File: src/can_mode_map.svh
// Register offsets, field positions and reset values of the mode-control block.
// Assumes inclusion by the mode-control design file and the testbench by bare name.
`ifndef CAN_MODE_MAP_SVH
`define CAN_MODE_MAP_SVH

// Each register takes one aligned word: byte address is four times the index
`define CTRL_INDEX 10'h000
`define TEST_INDEX 10'h00A
`define FD_CTRL_INDEX 10'h026
`define SET_ONE_REQ_INDEX 10'h010
`define SET_TWO_REQ_INDEX 10'h040
`define STATUS_INDEX 10'h080

`define CTRL_OFFSET {`CTRL_INDEX, 2'h0}
`define TEST_OFFSET {`TEST_INDEX, 2'h0}
`define FD_CTRL_OFFSET {`FD_CTRL_INDEX, 2'h0}
`define SET_ONE_REQ_OFFSET {`SET_ONE_REQ_INDEX, 2'h0}
`define SET_TWO_REQ_OFFSET {`SET_TWO_REQ_INDEX, 2'h0}
`define STATUS_OFFSET {`STATUS_INDEX, 2'h0}

`define CTRL_INIT_BIT 0
`define CTRL_RETRY_OFF_BIT 5
`define CTRL_CFG_CHANGE_BIT 6
`define CTRL_TEST_BIT 7
`define TEST_BASIC_BIT 2
`define TEST_SILENT_BIT 3
`define TEST_LOOP_BIT 4
`define TEST_TX_LO_BIT 5
`define TEST_TX_HI_BIT 6
`define TEST_RX_BIT 7
`define FD_FAST_BIT 0
`define FD_RESTRICT_BIT 1
`define REQ_BUSY_BIT 15

`define CTRL_RESET 8'h01

`endif

File: src/can_mode_pkg.sv
// Types shared by the mode-control block.
// Assumes the constants header is available by bare name.
package can_mode_pkg;
    typedef enum logic [1:0] {
        TX_SERIAL,
        TX_SAMPLE,
        TX_DOMINANT,
        TX_RECESSIVE
    } tx_select_t;

    typedef enum logic [1:0] {
        XMIT_IDLE,
        XMIT_PENDING,
        XMIT_ACTIVE
    } xmit_state_t;
endpackage

File: src/can_pin_path.sv
// CAN pin routing: output select, loopback and listen-only paths.
// Assumes core_tx and sample strobe from the protocol core on ref_clk.
`timescale 1ns/10ps
`default_nettype none

module can_pin_path (
    input wire logic ref_clk,
    input wire logic rst_n,
    input wire logic test_on,
    input wire logic loopback_enable,
    input wire logic listen_only,
    input wire logic restricted,
    input wire logic [1:0] pin_sel,
    input wire logic core_tx,
    input wire logic sample_point,
    input wire logic bus_rx,
    output logic bus_tx,
    output logic core_rx
);
    typedef struct packed {
        logic tx;
        logic rx;
    } pin_state_t;

    pin_state_t state;
    pin_state_t next_state;
    logic lb;
    logic lo;
    logic dominant_out;

    always_comb begin
        lb = test_on & loopback_enable;
        lo = test_on & listen_only;
        // Restricted operation keeps the serial output recessive; the pin_sel sample and dominant settings can still drive dominant
        dominant_out = core_tx | lo | restricted;
        next_state = state;
        if (!test_on) begin
            next_state.tx = core_tx | restricted;
        end else begin
            case (can_mode_pkg::tx_select_t'(pin_sel))
                can_mode_pkg::TX_SERIAL: next_state.tx = dominant_out;
                can_mode_pkg::TX_SAMPLE: next_state.tx = sample_point;
                can_mode_pkg::TX_DOMINANT: next_state.tx = 1'b0;
                can_mode_pkg::TX_RECESSIVE: next_state.tx = 1'b1;
                default: next_state.tx = 1'b1;
            endcase
        end
        if (lb) begin
            next_state.rx = core_tx;
        end else if (lo || restricted) begin
            // Own dominant bits are seen internally only
            next_state.rx = bus_rx & core_tx;
        end else begin
            next_state.rx = bus_rx;
        end
    end

    always_ff @(posedge ref_clk or negedge rst_n) begin
        if (!rst_n) begin
            state <= '{tx: 1'b1, rx: 1'b1};
        end else begin
            state <= next_state;
        end
    end

    assign bus_tx = state.tx;
    assign core_rx = state.rx;

    AST_SILENT_RECESSIVE: assert property (@(posedge ref_clk) disable iff (!rst_n)
        (test_on && listen_only && pin_sel == 2'h0) |=> bus_tx)
        else $error("listen-only drove dominant");
    AST_LOOPBACK_RX: assert property (@(posedge ref_clk) disable iff (!rst_n)
        (test_on && loopback_enable) |=> core_rx == $past(core_tx))
        else $error("loopback feed wrong");
endmodule

`default_nettype wire

File: src/can_mode_control.sv
// Mode control of a CAN controller: protected bits, test register,
// single-shot retransmission and direct-buffer transmit/receive handshake.
// Assumes an APB master on ref_clk and a protocol core that reports events.
//
// The placing of the registers and the APB register port were decided locally.
`timescale 1ns/10ps
`default_nettype none
`include "can_mode_map.svh"

module can_mode_control (
    input wire logic ref_clk,
    input wire logic rst_n,
    input wire logic psel,
    input wire logic penable,
    input wire logic pwrite,
    input wire logic [11:0] paddr,
    input wire logic [31:0] pwdata,
    output logic [31:0] prdata,
    output logic pready,
    output logic pslverr,
    input wire logic can_rx,
    output logic can_tx,
    input wire logic core_tx,
    input wire logic sample_point,
    output logic core_rx,
    input wire logic bus_idle,
    input wire logic tx_started,
    input wire logic tx_success,
    input wire logic tx_failed,
    input wire logic rx_frame_done,
    input wire logic error_logging,
    output logic tx_allowed,
    output logic tx_load,
    output logic retransmit_enable,
    output logic counters_frozen,
    output logic ack_error_ignore,
    output logic loopback_store,
    output logic fast_data_operation_enable,
    output logic filter_bypass,
    output logic set_two_capture,
    output logic ready_out
);
    typedef struct packed {
        logic init;
        logic config_change_enable;
        logic retransmission_disable;
        logic test_on;
        logic fast_data_operation_enable;
        logic restricted_mode_enable;
        logic [1:0] pin_sel;
        logic loopback_enable;
        logic listen_only;
        logic direct_buffer;
        logic transmit_request_flag;
        logic new_data_flag;
        logic set_one_busy;
        logic aborted;
        logic set_two_capture;
        logic tx_load;
        logic [31:0] rdata;
        logic ready;
        logic tx_allowed;
        logic retransmit_enable;
        logic counters_frozen;
        logic ack_ignore;
        logic lb_store;
        logic filter_bypass;
        logic ready_out;
        can_mode_pkg::xmit_state_t xmit;
    } ctrl_state_t;

    ctrl_state_t state;
    ctrl_state_t next_state;
    logic wr;
    logic rd_setup;
    logic protect_open;
    logic lb_on;
    logic lo_on;
    logic basic_on;

    ////////////////////////////////////////////////////////////////////////////
    // Register bus and mode state

    always_comb begin
        next_state = state;
        wr = psel & penable & pwrite & ~state.ready;
        rd_setup = psel & ~penable;
        protect_open = state.config_change_enable & state.init;
        lb_on = state.test_on & state.loopback_enable;
        lo_on = state.test_on & state.listen_only;
        basic_on = state.test_on & state.direct_buffer;
        next_state.ready = psel & penable & ~state.ready;
        next_state.set_two_capture = 1'b0;
        next_state.tx_load = 1'b0;

        if (wr) begin
            case (paddr)
                `CTRL_OFFSET: begin
                    next_state.init = pwdata[`CTRL_INIT_BIT];
                    next_state.retransmission_disable = pwdata[`CTRL_RETRY_OFF_BIT];
                    next_state.config_change_enable = pwdata[`CTRL_CFG_CHANGE_BIT];
                    next_state.test_on = pwdata[`CTRL_TEST_BIT];
                end
                `FD_CTRL_OFFSET: begin
                    if (protect_open) begin
                        next_state.fast_data_operation_enable = pwdata[`FD_FAST_BIT];
                        next_state.restricted_mode_enable = pwdata[`FD_RESTRICT_BIT];
                    end
                end
                `TEST_OFFSET: begin
                    if (state.test_on) begin
                        next_state.direct_buffer = pwdata[`TEST_BASIC_BIT];
                        next_state.listen_only = pwdata[`TEST_SILENT_BIT];
                        next_state.loopback_enable = pwdata[`TEST_LOOP_BIT];
                        next_state.pin_sel = {pwdata[`TEST_TX_HI_BIT], pwdata[`TEST_TX_LO_BIT]};
                    end
                end
                `SET_ONE_REQ_OFFSET: begin
                    // Busy write requests; clearing while busy aborts
                    if (pwdata[`REQ_BUSY_BIT]) begin
                        next_state.set_one_busy = 1'b1;
                        next_state.transmit_request_flag = 1'b1;
                        next_state.new_data_flag = 1'b1;
                        next_state.aborted = 1'b0;
                    end else if (state.set_one_busy) begin
                        next_state.set_one_busy = 1'b0;
                        next_state.transmit_request_flag = 1'b0;
                        next_state.aborted = 1'b1;
                    end
                end
                `SET_TWO_REQ_OFFSET: begin
                    if (basic_on && pwdata[`REQ_BUSY_BIT]) begin
                        next_state.set_two_capture = 1'b1;
                    end
                end
                default: begin end
            endcase
        end

        ////////////////////////////////////////////////////////////////////////
        // Transmission sequencing
        case (state.xmit)
            can_mode_pkg::XMIT_IDLE: begin
                if (state.transmit_request_flag && !state.init && bus_idle) begin
                    next_state.xmit = can_mode_pkg::XMIT_ACTIVE;
                    next_state.tx_load = basic_on;
                end
            end
            can_mode_pkg::XMIT_ACTIVE: begin
                if (tx_started && state.retransmission_disable) begin
                    next_state.transmit_request_flag = 1'b0;
                end
                if (tx_success) begin
                    next_state.transmit_request_flag = 1'b0;
                    next_state.new_data_flag = 1'b0;
                    next_state.set_one_busy = 1'b0;
                    next_state.xmit = can_mode_pkg::XMIT_IDLE;
                end else if (tx_failed) begin
                    // New data stays set; host re-requests in single shot
                    if (state.retransmission_disable || state.aborted) begin
                        next_state.transmit_request_flag = 1'b0;
                        next_state.set_one_busy = 1'b0;
                    end
                    next_state.xmit = can_mode_pkg::XMIT_IDLE;
                end
            end
            default: next_state.xmit = can_mode_pkg::XMIT_IDLE;
        endcase
        // A late host set during completion wins over the clear
        if (wr && paddr == `SET_ONE_REQ_OFFSET && pwdata[`REQ_BUSY_BIT]) begin
            next_state.transmit_request_flag = 1'b1;
            next_state.new_data_flag = 1'b1;
            next_state.aborted = 1'b0;
            next_state.set_one_busy = 1'b1;
        end

        if (basic_on && rx_frame_done) begin
            next_state.set_two_capture = 1'b1;
        end

        next_state.tx_allowed = state.transmit_request_flag & ~state.init
            & ~state.restricted_mode_enable & ~lo_on;
        next_state.retransmit_enable = ~state.retransmission_disable
            & ~state.aborted;
        next_state.counters_frozen = state.restricted_mode_enable & error_logging;
        next_state.ack_ignore = lb_on;
        next_state.lb_store = lb_on;
        next_state.filter_bypass = basic_on;
        next_state.ready_out = ~basic_on & state.new_data_flag;

        next_state.rdata = 32'h0000_0000;
        if (rd_setup) begin
            case (paddr)
                `CTRL_OFFSET: begin
                    next_state.rdata[`CTRL_INIT_BIT] = state.init;
                    next_state.rdata[`CTRL_RETRY_OFF_BIT] = state.retransmission_disable;
                    next_state.rdata[`CTRL_CFG_CHANGE_BIT] = state.config_change_enable;
                    next_state.rdata[`CTRL_TEST_BIT] = state.test_on;
                end
                `FD_CTRL_OFFSET: begin
                    next_state.rdata[`FD_FAST_BIT] = state.fast_data_operation_enable;
                    next_state.rdata[`FD_RESTRICT_BIT] = state.restricted_mode_enable;
                end
                `TEST_OFFSET: begin
                    next_state.rdata[`TEST_BASIC_BIT] = state.direct_buffer;
                    next_state.rdata[`TEST_SILENT_BIT] = state.listen_only;
                    next_state.rdata[`TEST_LOOP_BIT] = state.loopback_enable;
                    next_state.rdata[`TEST_TX_LO_BIT] = state.pin_sel[0];
                    next_state.rdata[`TEST_TX_HI_BIT] = state.pin_sel[1];
                    next_state.rdata[`TEST_RX_BIT] = can_rx;
                end
                `SET_ONE_REQ_OFFSET: next_state.rdata[`REQ_BUSY_BIT] = state.set_one_busy;
                `STATUS_OFFSET: begin
                    next_state.rdata[0] = state.transmit_request_flag;
                    next_state.rdata[1] = state.new_data_flag;
                end
                default: begin end
            endcase
        end else if (psel && penable) begin
            next_state.rdata = state.rdata;
        end
    end

    always_ff @(posedge ref_clk or negedge rst_n) begin
        if (!rst_n) begin
            state <= '0;
            state.init <= 1'b1;
            state.retransmit_enable <= 1'b1;
            state.xmit <= can_mode_pkg::XMIT_IDLE;
        end else begin
            state <= next_state;
        end
    end

    ////////////////////////////////////////////////////////////////////////////
    // Pin path and outputs

    can_pin_path pins (
        .ref_clk(ref_clk),
        .rst_n(rst_n),
        .test_on(state.test_on),
        .loopback_enable(state.loopback_enable),
        .listen_only(state.listen_only),
        .restricted(state.restricted_mode_enable),
        .pin_sel(state.pin_sel),
        .core_tx(core_tx | state.init),
        .sample_point(sample_point),
        .bus_rx(can_rx),
        .bus_tx(can_tx),
        .core_rx(core_rx)
    );

    assign prdata = state.rdata;
    assign pready = state.ready;
    assign pslverr = 1'b0;
    assign tx_allowed = state.tx_allowed;
    assign tx_load = state.tx_load;
    assign retransmit_enable = state.retransmit_enable;
    assign counters_frozen = state.counters_frozen;
    assign ack_error_ignore = state.ack_ignore;
    assign loopback_store = state.lb_store;
    assign fast_data_operation_enable = state.fast_data_operation_enable;
    assign filter_bypass = state.filter_bypass;
    assign set_two_capture = state.set_two_capture;
    assign ready_out = state.ready_out;

    ////////////////////////////////////////////////////////////////////////////
    // Checks

    AST_FAST_PROTECT: assert property (@(posedge ref_clk) disable iff (!rst_n)
        !(state.config_change_enable && state.init)
        |=> $stable(state.fast_data_operation_enable))
        else $error("fd enable changed while protected");
    AST_RESTRICT_PROTECT: assert property (@(posedge ref_clk) disable iff (!rst_n)
        !protect_open |=> $stable(state.restricted_mode_enable))
        else $error("restricted enable changed while protected");
    AST_TEST_LOCK: assert property (@(posedge ref_clk) disable iff (!rst_n)
        !state.test_on |=> $stable(state.pin_sel) && $stable(state.loopback_enable))
        else $error("test bits changed outside test mode");
    AST_NO_TX_RESTRICTED: assert property (@(posedge ref_clk) disable iff (!rst_n)
        state.restricted_mode_enable |=> !tx_allowed)
        else $error("transmit allowed in restricted mode");
    AST_FREEZE: assert property (@(posedge ref_clk) disable iff (!rst_n)
        (state.restricted_mode_enable && error_logging) |=> counters_frozen)
        else $error("counters not frozen");
    AST_SINGLE_SHOT: assert property (@(posedge ref_clk) disable iff (!rst_n)
        (state.xmit == can_mode_pkg::XMIT_ACTIVE && tx_started && !tx_success
         && state.retransmission_disable && !wr) |=> !state.transmit_request_flag
         && state.new_data_flag)
        else $error("single shot flags wrong");
    AST_FAIL_KEEP: assert property (@(posedge ref_clk) disable iff (!rst_n)
        (state.xmit == can_mode_pkg::XMIT_ACTIVE && tx_failed && !tx_success
         && state.new_data_flag && !wr) |=> state.new_data_flag)
        else $error("new data lost on failure");
    AST_BASIC_CAPTURE: assert property (@(posedge ref_clk) disable iff (!rst_n)
        (state.test_on && state.direct_buffer && rx_frame_done) |=> set_two_capture)
        else $error("receive frame not captured");
    AST_RX_MONITOR: assert property (@(posedge ref_clk) disable iff (!rst_n)
        (psel && !penable && paddr == `TEST_OFFSET) |=> prdata[`TEST_RX_BIT] == $past(can_rx))
        else $error("rx monitor wrong");
endmodule

`default_nettype wire

File: config.mk
export PLATFORM = sky130hd
export DESIGN_NAME = can_mode_control
export DESIGN_NICKNAME = d
export VERILOG_FILES = /design/src/can_mode_pkg.sv /design/src/can_pin_path.sv /design/src/can_mode_control.sv
export VERILOG_INCLUDE_DIRS = /design/src
export SDC_FILE = /design/constraint.sdc
export NUM_CORES = 1
export LEC_CHECK = 0
export ABC_AREA = 1
export BUFFER_PORTS_ARGS = -buffer_cell sky130_fd_sc_hd__clkbuf_2
export CAP_MARGIN = 20
export CORE_ASPECT_RATIO = 1.5
export CORE_MARGIN = 2
export CORE_UTILIZATION = 48
export DETAILED_ROUTE_END_ITERATION = 16
export PLACE_DENSITY = 0.83
export SYNTH_ARGS = -nofsm -noshare
export SYNTH_HDL_FRONTEND = slang
export SYNTH_SLANG_ARGS = --single-unit
File: constraint.sdc
create_clock -name ref_clk -period 1.8 [get_ports ref_clk]
set_input_delay 0.18 -clock ref_clk [delete_from_list [all_inputs] [get_ports ref_clk]]
set_output_delay 0.18 -clock ref_clk [all_outputs]
set_load 0.1 [all_outputs]
=== Word-level counts from Yosys, hierarchy flattened ===
Cells that the tools add are included.

* Logic and storage cells: 129
* Memory bits (writable): 0
* Input bits: 58
* Memories kept: 0
* Bits in latches: 0
* Flip-flop bits (word level): 60
* ROM bits: 0

* Multiply operators: 0
* Shift operators: 0
* Equal/unequal tests: 12
* Add/sub/neg operators: 0
* Magnitude comparators: 0
* Reduce and logical (&&, ||, !) cells: 22
* Muxes and demuxes: 40
* Bitwise gates (word level): 28
* Divide/modulo/power cells: 0

{| class="wikitable"
|+ Operator list
! operator !! count
|-
| $mux 32 || 1
|-
| $mux 1 || 22
|-
| $and 1x1->1 || 16
|-
| $mux 16 || 1
|-
| $eq 12x10->1 const B || 1
|-
| $eq 12x6->1 const B || 1
|-
| $eq 12x7->1 const B || 1
|-
| $eq 12x8->1 const B || 1
|-
| $eq 12x9->1 const B || 1
|-
| $logic_not 12->1 || 1
|-
| $reduce_and 3->1 || 3
|-
| $logic_and 1x1->1 || 8
|-
| $mux 2 || 4
|-
| $mux 4 || 2
|-
| $mux 8 || 1
|-
| $not 1->1 || 8
|-
| $mux 7 || 1
|-
| $eq 2x2->1 const B || 3
|-
| $mux 3 || 2
|-
| $pmux 3 s2 || 1
|-
| $mux 5 || 1
|-
| $logic_not 2->1 || 2
|-
| $ne 2x2->1 const B || 2
|-
| $or 1x1->1 || 4
|-
| 11 further kinds || 14
|}

=== Depth between registers and ports, before layout ===
* Depth in word-level cells: 11
* Depth in mapped cells: 8

=== Cells and area by module ===
A second synthesis with hierarchy kept.

* Cells, all modules: 257
* Area total of the unflattened synthesis: 2072.0 um^2

{| class="wikitable"
|+ By module, submodules not included
! module !! cells an instance !! area an instance (um^2) !! sequential area each (um^2) !! instances
|-
| can_mode_control || 240 || 1955.6 || 853.3 || 1
|-
| can_pin_path || 17 || 116.4 || 52.6 || 1
|}

=== Worst setup path after synthesis ===
Ideal clock, no wire load.

* Kind: reg2reg
* Start point: register state (netlist bit pready)
* End point: register state[45] (netlist bit)
* Library setup time: 0.065 ns
* Cell stages (with the launch flop): 7
* Data arrival time: 1.537 ns
* Setup slack: 0.199 ns
* Clock period less this slack: 1.601 ns
* Data required time: 1.735 ns
* Path through: dfrtp_1 -> nor2_4 -> nand2_4 -> inv_2 -> nand4_1 -> or2_1 -> nand2_1

{| class="wikitable"
|+ RTL lines
! what !! line !! source
|-
| start: declaration || can_mode_control.sv:72 || <nowiki>ctrl_state_t state;</nowiki>
|-
| start signal: assignment || can_mode_control.sv:231 || <nowiki>state <= next_state;</nowiki>
|}

=== Worst setup path in the final report ===
* Start point: register, netlist name retransmit_enable
* End point: output port retransmit_enable

{| class="wikitable"
|+ RTL lines
! what !! line !! source
|-
| end: declaration || can_mode_control.sv:34 || <nowiki>output logic retransmit_enable,</nowiki>
|}

No word-level cell between the ends.

==> metrics.cfg <==
[outcome]
status = finished, final reports clean

[synthesis]
synth_mux_area_share_pct = 0
synthTopCellsByArea = dfrtp_1, nand2_1, buf_4, dfstp_2, nand3_1
synth_top_area_share_pct = 40.74
ys_types = 27
synth_simple_gate_area_share_pct = 30.49
netlist.top_cell.by_area = dfrtp_1
synth.ff_latch_count = 36
synthXorXnorAreaFrac_pct = 0
async_flop_share_pct = 100.0
yosysWarnings = 0
synthAdderAreaFrac_pct = 0
synth_edf_count = 0
synthCells = 246
synth_top_family_by_area = simple AND/OR/NAND/NOR gates
ys_top_cells_by_count = nand2_1, buf_4, dfrtp_1
synth_compound_area_share_pct = 5.411
synth_area_per_cell_um2 = 7.990
seq_area_frac_synth_pct = 46.09
synth.most_common_cell = nand2_1
ys.flop_type = dfrtp_1
syn_area_um2 = 1966

[routing]
firstDrtPassIters = 4
drt_iter0_markers = 28
drc = 0
ant_nets = 0
wire_per_inst_um = 11.04
dr_total_vias = 1639
vias_per_cell = 4.737
drt-total-wl_mm = 3.820

[clocking]
root_buffer = clkbuf_8
htree_levels = 2
clkSlewWorstSetupHoldPaths_ns = 0.07
clkLatencyLatePin_ns = 0.29
cts_setup_buffers = 0
cts_buffers = 5
cts.sinks = 36
cts_tree = yes
cts_buffer_depth = 2

[floorplan]
initial_core_util_pct = 50.10
die_area_um2 = 4634
coreArea_um2 = 3924
core.rowCount = 28
ios = 104
fp.dieW_um = 56.25
die_h_um = 82.38

[sta]
slew_viol_final = 0
slew_headroom_pct = 62.68
fin_crit_ns = 1.436
tightestPinTransition_ns = 0.5578
rsz0062_at_grt = false
fmax_ghz = 0.6964
hold_violations = 0
fin_skew_ns = 0.006744
fin_hold_ws_ns = 0.08010
tns_ns = 0
finalSetupViolations = 0
fin_crit_sh_pct = 79.78
setup_slack_ns = 0.3640

[worst_setup_path]
cp.arrival_ns = 1.26
path_delay_family = flip-flops
r2r_cells = 6
path_cells = clkbuf_2
critPathMaxFanout = 1
worstSetupPathType = flop to primary output
r2r_slack_ns = 0.57
crit_required_ns = 1.62
worst_path_max_delay_cell = dfstp_2
reg2reg_from = pready
critical_path.endpoint_type = primary output
crit_path_max_incr_delay_ns = 0.52
r2r-end = state[51]
cp_num_buf_inv = 1
startpoint_type = flop

[placement]
port_buffers = 56
dp_hpwl_mm = 3.075
dp_slack_ns = 0.4623
dp_cells = 337
place_area_um2 = 2141
place_congestion = 0.8902

[worst_hold_path]
holdPathEnd = state[1]
min_path_type = primary input to flop
min_path_cells = 2
hp-start = tx_success

[global_routing]
grt_usage_pct = 18.05
grt_max_degree = 37
grt_pass1_vias = 1520
grt.overflow.total = 0
antenna_found_initial = 0
grt_pass1_wl_mm = 6.348

[layout]
diodes = 0
finalNetCount = 358
synthToLayoutAreaGrowth_pct = 15.09
design_area_um2 = 2262
drive_above_1_share_pct = 28.90
instances_no_fill = 346

[run]
cap_viol_max_count = 0

[pwr]
power_density_nw_per_um2 = 823.7
p_leak_nw = 1.283
irDropWorstVdd_mv = 0.6855

[registers in the layout, indices dropped and copies added, names as in the netlist]
name                        flops
retransmit_enable               1
loopback_store                  1
fast_data_operation_enable      1
state                          15
filter_bypass                   1
tx_allowed                      1
pins.bus_tx                     1
pready                          1
set_two_capture                 1
counters_frozen                 1
tx_load                         1
pins.core_rx                    1
prdata                          9
ready_out                       1
[cells in the final DEF, fill, tap and decap left out, drive strengths merged]
cell type,netlist,final
nand2,76,76
clkbuf,0,61
dfrtp,32,32
nor2,25,25
conb,1,24
inv,23,23
nand3,19,19
o21ai,12,12
nand4,6,6
dfstp,4,4
a21oi,3,3
nor3,3,3
clkinv,2,3
or2,2,2
o22a,1,1
o21bai,1,1
a211oi,1,1
o31ai,1,1
clkinvlp,0,1
bufinv,0,1
dlygate4sd3,0,1
buf,34,1
[metrics by stage]
| step | total power, mW | utilization (%) |
|---|---|---|
| 2_1_floorplan | 1.150 | - |
| 3_3_place_gp | 1.179 | 54.56 |
| 3_5_place_dp | 1.182 | 54.56 |
| 4_1_cts | 1.886 | 57.65 |
| 5_1_grt | 1.951 | 57.65 |
| 6_report | 1.863 | 57.65 |
[how the worst max path moves through the flow]
stage | start | endpoint | slack (ns) | depth (start not counted)
5_1_grt | pins.bus_tx | can_tx | 0.34 | 1
2_1_floorplan | pready | state[45] | 0.20 | 6
3_3_place_gp | paddr[11] | state[51] | 0.49 | 9
6_report | retransmit_enable | retransmit_enable | 0.36 | 1
3_5_place_dp | paddr[11] | state[51] | 0.46 | 9
4_1_cts | retransmit_enable | retransmit_enable | 0.35 | 1
[routing by layer]
layer / vias to the layer above / wire length (um) / global-route usage, %
li1: 826 / - / -
met1: 747 / 1519 / 19.60
met2: 59 / 1960 / 32.59
met3: 7 / 236 / 4.517
met4: 0 / 104 / 9.286
met5: - / 0 / 0
[cell type report]
cell class | count | area (um2)
Tap cell | 45 | 56.30
Timing Repair Buffer | 58 | 297.8
Clock buffer | 5 | 68.82
Fill cell | 385 | 1662
Clock inverter | 3 | 42.54
Sequential cell | 36 | 905.9
Inverter | 25 | 95.09
Multi-Input combinational cell | 174 | 795.8
[cell families (layout without fill, tap and decap cells)]
kind of cell	Yosys count	count (layout)
flops	36	36
compound gates	19	19
buf+inv	59	91
other cells	1	24
simple gates	131	131
[power by group]
group	internal, mW	switching (mW)
sequential	0.815	0.00471
combinational	0.0442	0.303
clock	0.409	0.287
total	1.27	0.595
[what timing repair did]
action / CTS / global route
hold buffers: 1 / 0
endpoints found under the setup margin: 0 / 0
gates resized for setup: 0 / 0
endpoints found under the hold margin: 32 / 0
No activity file was read; power rests on OpenSTA's default activity.
